File: config.mk
export PLATFORM = sky130hd
export DESIGN_NAME = lrg_grant
export DESIGN_NICKNAME = d
export VERILOG_FILES = /design/src/hdl/lrg_sync.v /design/src/hdl/lrg_grant.v
export VERILOG_INCLUDE_DIRS = /design/src /design/src/hdl
export SDC_FILE = /design/constraint.sdc
export NUM_CORES = 1
export LEC_CHECK = 0
export BUFFER_PORTS_ARGS = -buffer_cell sky130_fd_sc_hd__buf_2
export CORE_MARGIN = 3
export CORE_UTILIZATION = 53
export CTS_BUF_LIST = sky130_fd_sc_hd__clkbuf_8 sky130_fd_sc_hd__clkbuf_16
export CTS_CLUSTER_SIZE = 25
export DETAILED_ROUTE_END_ITERATION = 7
export PLACE_DENSITY = 0.8
export SETUP_SLACK_MARGIN = 0.15
export SLEW_MARGIN = 20
export SYNTH_ARGS = -nofsm -noshare
export SYNTH_HDL_FRONTEND = slang
export SYNTH_HIERARCHICAL = 1
export SYNTH_SLANG_ARGS = --single-unit
export TNS_END_PERCENT = 20
File: constraint.sdc
create_clock -name clk -period 1.9 [get_ports clk]
set_input_delay 0.38 -clock clk [delete_from_list [all_inputs] [get_ports clk]]
set_output_delay 0.38 -clock clk [all_outputs]
set_load 0.01 [all_outputs]
File: src/hdl/lrg_defines.vh
// constants for the phy-side grant and closing-request encoding block
`ifndef LRG_DEFINES_VH
`define LRG_DEFINES_VH
// ==========================================
// interface control line states
`define LRG_CTL_IDLE 2'h0
`define LRG_CTL_STATUS 2'h1
`define LRG_CTL_TRANSMIT 2'h1
`define LRG_CTL_RECEIVE 2'h2
`define LRG_CTL_HOLD 2'h3
`define LRG_CTL_GRANT 2'h3
// ==========================================
// data bit positions
`define LRG_FMT_BIT 0
`define LRG_KIND_LO 1
`define LRG_KIND_HI 3
`define LRG_SUBEND_BIT 4
`define LRG_SPD_LO 5
`define LRG_SPD_HI 6
// ==========================================
// closing request codes
`define LRG_REQ_NONE 3'h0
`define LRG_REQ_ISO_ODD 3'h1
`define LRG_REQ_ISO_EVEN 3'h2
`define LRG_REQ_CURRENT 3'h3
`define LRG_REQ_NEXT_EVEN 3'h4
`define LRG_REQ_NEXT_ODD 3'h5
`define LRG_REQ_CYC_START 3'h6
`define LRG_REQ_RSVD 3'h7
// ==========================================
// grant kind codes
`define LRG_GNT_ISO 3'h2
`define LRG_GNT_ASYNC 3'h5
`define LRG_GNT_CYC_START 3'h6
`define LRG_GNT_IMMED 3'h7
// ==========================================
// timing
`define LRG_LINK_WAIT_CYCLES 4'h8
// pin synchroniser latency; the first wait cycles still see our own drive
`define LRG_SYNC_DEPTH 4'h2
// ==========================================
// reset values
`define LRG_DATA_RST 8'h00
`define LRG_CTL_RST 2'h0
`endif

File: src/hdl/lrg_sync.v
// two-flop synchroniser for a bus of pin inputs
`timescale 1ns/1ps
module lrg_sync #(
	parameter W = 1
) (
	// clock and reset
	input wire clk,
	input wire rst_n,
	// data
	input wire [W-1:0] d,
	output reg [W-1:0] q
);
	reg [W-1:0] meta;
	// ==========================================
	// synchroniser flops; meta is read only by q
	always @(posedge clk or negedge rst_n) begin
		if (!rst_n) begin
			meta <= {W{1'b0}};
			q <= {W{1'b0}};
		end else begin
			meta <= d;
			q <= meta;
		end
	end
endmodule // lrg_sync

File: src/hdl/lrg_grant.v
// phy side: grant cycle drive, link wait, closing hold request decode
`timescale 1ns/1ps
`include "lrg_defines.vh"
module lrg_grant (
	// clock and reset
	input wire clk,
	input wire rst_n,
	// arbitration side
	input wire arb_won,
	input wire [2:0] arb_kind,
	input wire [1:0] arb_speed,
	input wire arb_beta,
	// interface pins, inputs from the link
	input wire [1:0] interface_control_lines_in,
	input wire [7:0] data_in,
	// interface pins, phy drive
	output reg [1:0] interface_control_lines_out,
	output reg interface_control_lines_oe,
	output reg [7:0] data_out,
	output reg data_oe,
	// status towards arbitration
	output reg grant_busy,
	output reg link_timeout,
	output reg link_took_bus,
	output reg req_valid,
	output reg [2:0] closing_request_code,
	output reg [1:0] req_speed,
	output reg req_beta,
	output reg subaction_end,
	output reg req_reserved
);
	// ==========================================
	// interface ownership states
	localparam ST_OWN = 3'h0;
	localparam ST_GRANT = 3'h1;
	localparam ST_GAP = 3'h2;
	localparam ST_WAIT = 3'h3;
	localparam ST_LINK = 3'h4;

	reg [2:0] state;
	reg [2:0] next_state;
	reg [3:0] wait_cnt;
	reg [1:0] prev_ctl;
	reg [7:0] hold_data;
	reg pend_hold;
	wire [1:0] ctl_s;
	wire [7:0] dat_s;
	wire [7:0] grant_word;
	wire link_active;
	wire echo_done;
	wire wait_last;

	// ==========================================
	// legal grant kinds; reserved ones are never issued
	function kind_legal;
		input [2:0] k;
		begin
			kind_legal = (k == `LRG_GNT_ISO) || (k == `LRG_GNT_ASYNC) ||
				(k == `LRG_GNT_CYC_START) || (k == `LRG_GNT_IMMED);
		end
	endfunction

	// ==========================================
	// pin synchronisers
	// every link state reaches the decode two edges after it stood on the pins
	lrg_sync #(.W(10)) u_sync (
		.clk(clk),
		.rst_n(rst_n),
		.d({interface_control_lines_in, data_in}),
		.q({ctl_s, dat_s})
	);

	// ==========================================
	// grant word and link wait decode
	// kind, speed and format all land on the data lines in one word
	assign grant_word = {1'b0, arb_speed, 1'b0, arb_kind, arb_beta};
	// the first wait cycles still see our own grant and gap through the
	// synchroniser; without the mask the grant echo reads as a link hold
	assign echo_done = (wait_cnt >= `LRG_SYNC_DEPTH);
	assign link_active = echo_done &&
		((ctl_s == `LRG_CTL_HOLD) || (ctl_s == `LRG_CTL_TRANSMIT));
	// eight link cycles, counted from the first cycle the link owns the pins
	assign wait_last =
		(wait_cnt == `LRG_LINK_WAIT_CYCLES + `LRG_SYNC_DEPTH - 4'h1);

	// ==========================================
	// interface ownership
	always @* begin
		next_state = state;
		case (state)
			ST_OWN: begin
				if (arb_won && kind_legal(arb_kind))
					next_state = ST_GRANT;
			end
			ST_GRANT: begin
				next_state = ST_GAP;
			end
			ST_GAP: begin
				next_state = ST_WAIT;
			end
			ST_WAIT: begin
				if (link_active)
					next_state = ST_LINK;
				else if (wait_last)
					next_state = ST_OWN;
			end
			ST_LINK: begin
				// link ends with hold or idle then releases; idle after transmit means done
				// a link that never returns to idle keeps the pins; there is no watchdog
				if (ctl_s == `LRG_CTL_IDLE && prev_ctl != `LRG_CTL_IDLE)
					next_state = ST_OWN;
			end
			default: begin
				next_state = ST_OWN;
			end
		endcase
	end

	// ==========================================
	// ownership state, wait counter, busy level and status pulses
	always @(posedge clk or negedge rst_n) begin
		if (!rst_n) begin
			state <= ST_OWN;
			wait_cnt <= 4'h0;
			prev_ctl <= `LRG_CTL_RST;
			grant_busy <= 1'b0;
			link_timeout <= 1'b0;
			link_took_bus <= 1'b0;
		end else begin
			state <= next_state;
			prev_ctl <= ctl_s;
			wait_cnt <= (state == ST_WAIT) ? wait_cnt + 4'h1 : 4'h0;
			link_timeout <= (state == ST_WAIT) && (next_state == ST_OWN);
			link_took_bus <= (state == ST_WAIT) && (next_state == ST_LINK);
			grant_busy <= (next_state != ST_OWN);
		end
	end

	// ==========================================
	// pins: drive grant word one cycle, idle one cycle, then release
	always @(posedge clk or negedge rst_n) begin
		if (!rst_n) begin
			interface_control_lines_out <= `LRG_CTL_RST;
			interface_control_lines_oe <= 1'b1;
			data_out <= `LRG_DATA_RST;
			data_oe <= 1'b1;
		end else begin
			case (next_state)
				ST_GRANT: begin
					interface_control_lines_out <= `LRG_CTL_GRANT;
					data_out <= grant_word;
					interface_control_lines_oe <= 1'b1;
					data_oe <= 1'b1;
				end
				ST_WAIT, ST_LINK: begin
					interface_control_lines_out <= `LRG_CTL_IDLE;
					data_out <= `LRG_DATA_RST;
					interface_control_lines_oe <= 1'b0;
					data_oe <= 1'b0;
				end
				default: begin
					interface_control_lines_out <= `LRG_CTL_IDLE;
					data_out <= `LRG_DATA_RST;
					interface_control_lines_oe <= 1'b1;
					data_oe <= 1'b1;
				end
			endcase
		end
	end

	// ==========================================
	// closing hold decode
	always @(posedge clk or negedge rst_n) begin
		if (!rst_n) begin
			hold_data <= `LRG_DATA_RST;
			pend_hold <= 1'b0;
			req_valid <= 1'b0;
			closing_request_code <= `LRG_REQ_NONE;
			req_speed <= 2'h0;
			req_beta <= 1'b0;
			subaction_end <= 1'b0;
			req_reserved <= 1'b0;
		end else begin
			// a hold straight after transmit is the closing hold; its word is
			// decoded when the following idle confirms the end of the packet
			req_valid <= 1'b0;
			if (state == ST_LINK) begin
				if (ctl_s == `LRG_CTL_HOLD && prev_ctl == `LRG_CTL_TRANSMIT) begin
					pend_hold <= 1'b1;
					hold_data <= dat_s;
				end else if (ctl_s == `LRG_CTL_IDLE && pend_hold) begin
					pend_hold <= 1'b0;
					// advisory only: arbitration may drop it, nothing here forces a grant
					req_valid <= 1'b1;
					closing_request_code <= hold_data[`LRG_KIND_HI:`LRG_KIND_LO];
					req_reserved <= (hold_data[`LRG_KIND_HI:`LRG_KIND_LO] ==
						`LRG_REQ_RSVD);
					req_speed <= hold_data[`LRG_SPD_HI:`LRG_SPD_LO];
					req_beta <= hold_data[`LRG_FMT_BIT];
					subaction_end <= hold_data[`LRG_SUBEND_BIT];
				end
			end else begin
				pend_hold <= 1'b0;
			end
		end
	end
endmodule // lrg_grant

==> results.txt <==
The run finished with clean final reports. Once the clock tree was built, the resizer swapped 0 gates to a different size. The tools report the part of the total power dissipated in sequential elements as 0.541.

The final worst hold slack was 0.06874 ns; the switching portion of total power was 0.2685. The tools report the portion of total power attributed to combinational logic as 0.167. At the later pin of the worst-skew pair, clock insertion delay measures 0.30 ns.

The overall routed net length came out at 3002 um. The initial antenna violation count is 0. The first global-routing pass estimated 4857 um of wire. The transition time of the tightest slew-check pin is 0.5654 ns, and the final hold violation count is 0. The tools report the root cell of the clock tree as sky130_fd_sc_hd__clkbuf_8. The initial core utilization is 0.5685, and the half-perimeter wire length of the detailed placement result is 2270 um. Power spread over the standard cell area amounts to 1128 mW/mm^2.

For this design, the CTS-stage hold fixing added 0 buffers. For this run, design rule violations remaining after detail routing come to 0. The library cell used most frequently in the layout, excluding fill and tap cells, is sky130_fd_sc_hd__dfrtp_1. The worst path in the final design needs a cycle of 1.599 ns, including I/O delays and setup.

The die height is 66.77 um. From synthesis to final layout, the design area changed by 19.12%. The area of the mapped netlist is 0.001957 mm^2, and the number of diodes is 0. The leakage power was 1.210 nW.

The worst hold path belongs to the class input port to async pin. For the worst setup path, the data required time is 2.09 ns. For this design the top-level I/O count stands at 43.

Clock skew on the completed layout was measured at 0.003922 ns. The setup path with the least slack is of type flop to flop. The detail route stage leaves a number of antenna-violating nets equal to 0. The max-capacitance violation count came out at 0. The maximum clock insertion buffer count was 2; the global-route usage over all layers was 0.1479. In the synthesized netlist, the number of instances is 127. The relative slew slack came out at 0.6230. The share of the cycle needed by the critical path after routing was 0.8415. In the layout the commonest cells are sky130_fd_sc_hd__dfrtp_1 (54), sky130_fd_sc_hd__buf_2 (39), sky130_fd_sc_hd__mux2_2 (11), sky130_fd_sc_hd__nor2_1 (8), sky130_fd_sc_hd__and2_1 (7).

The run gives 1095 as the via count of the first global-routing pass. The layout net count came out at 194. The number of buffers added by the clock tree synthesis step came out at 5. Summing over every cut layer, the via total after detailed routing is 1083. The clock input transition at the sequential cells of the worst setup and hold paths is 0.09 ns. Entering global routing, the biggest net connects 32 pins. For this block, the initial DRC count from the detailed router was 31. Static timing analysis puts the maximum clock frequency at 625.4 MHz. In this run the worst path has a maximum fanout of 7. The fraction of power consumed by the clock network is 0.292. The data arrival at the endpoint of the critical path is 1.78 ns. Setup repair after global routing left no endpoint under its margin. The filler cells instantiated in the layout total 243.

In the final timing run, aggregate negative setup slack is 0 ns. TritonCTS built the clock tree. The congestion estimate from routability-driven global placement came to 0.7635. Each instance of the synthesized netlist takes up on average 15.41 um^2. The floorplan step set the die width to 66.77 um. Counting every sink on the clock net gives 55. After detailed routing, the average wire length per cell comes to 13.71 um. IR analysis of the VDD net gives a maximum drop of 0.6016 mV. The clock tree synthesis step divided the H-tree into 2 levels. The run gives 0 as the count of pins over their slew limit. The first-pass detailed-route iteration total is 4, and the internal power consumption is 1.923 mW.

The tools report the setup-violating endpoint count in the final report as 0. Area of the placeable core: 0.003442 mm^2. The run gives 6 as the number of warnings issued by yosys.

After floorplanning, the core was divided into 21 placement rows. In the routed layout, each cell is associated on average with a via count of 4.945. The area enclosed by the die boundary was 0.004458 mm^2. The ratio of cells with drive above 1 in the final layout works out to 0.4104.

The residual overflow from global routing is 0. In this run the power spent charging and discharging nets is 0.7059 mW. The run gives 0 as the count of buffers added by post-CTS timing repair for setup. Port buffering added 39 buffers. Category of the worst setup path capture point: a flop. The startpoint class of the critical path was a flop.
==> layer usage <==
layer  up-vias  GRT usage  part of all wire  wire (um)
met5         -          0                 0          0
met1       524     0.1786              0.41       1228
met3         8    0.04553             0.067        201
met2        37     0.2389              0.51       1525
li1        514          -                 -          -
met4         0    0.07360             0.015         46
==> worst max-delay path, stage by stage, from the launching register on <==
cell and delay, ns:
sky130_fd_sc_hd__dfrtp_1 0.51, sky130_fd_sc_hd__nor2_4 0.25, sky130_fd_sc_hd__nand2_2 0.11, sky130_fd_sc_hd__nor2_4 0.25, sky130_fd_sc_hd__mux2_2 0.37
==> sequential cells by signal (all words and copies together), names as in the netlist, 2 cells and up <==
signal and cells:
closing_request_code 3, req_speed 2, data_out 6, hold_data 7, u_sync/q 9, prev_ctl 2, wait_cnt 4, u_sync/meta 9
state 3
==> final timing paths <==
path                                 from              to  slack, ns  depth (start not counted)
max in group asynchronous           rst_n    hold_data[6]       1.29                          2
max reg2reg                      state[1]    hold_data[0]       0.30                          4
max                              state[1]    hold_data[0]       0.30                          4
min in group clk               data_in[4]  u_sync/meta[4]       0.18                          1
min reg2reg                u_sync/meta[0]     u_sync/q[0]       0.35                          0
min                                 rst_n     wait_cnt[2]       0.07                          1
==> layout make-up <==
type / instances / area [um^2] / area share
Timing Repair Buffer: 42 / 230.2 / 0.09877
Multi-Input combinational cell: 64 / 533.0 / 0.2287
Clock inverter: 2 / 35.03 / 0.01503
Inverter: 4 / 15.01 / 0.006441
Sequential cell: 55 / 1378 / 0.5910
Clock buffer: 6 / 82.58 / 0.03543
Tap cell: 46 / 57.56 / 0.02469
==> power by group through the flow <==
| stage | sequential, mW | combinational, mW | clock (mW) |
|---|---|---|---|
| 2_1_floorplan | 1.43 | 0.289 | 0 |
| 3_3_place_gp | 1.43 | 0.384 | 0 |
| 3_5_place_dp | 1.45 | 0.413 | 0 |
| 4_1_cts | 1.42 | 0.416 | 0.783 |
| 5_1_grt | 1.44 | 0.490 | 0.834 |
| 6_report | 1.42 | 0.439 | 0.768 |
==> metrics by stage <==
step	total power [mW]	area (um^2)	utilization	setup slack, ns	std cells
global route	2.764	2331	0.6772	0.2140	219
floorplan	1.715	1961	-	0.3360	128
finish	2.629	2331	0.6772	0.3011	219
global placement	1.818	2198	0.6387	0.2721	209
detailed placement	1.860	2198	0.6387	0.1969	209
CTS	2.624	2316	0.6728	0.1529	217
(Power assumes the default switching activity.)
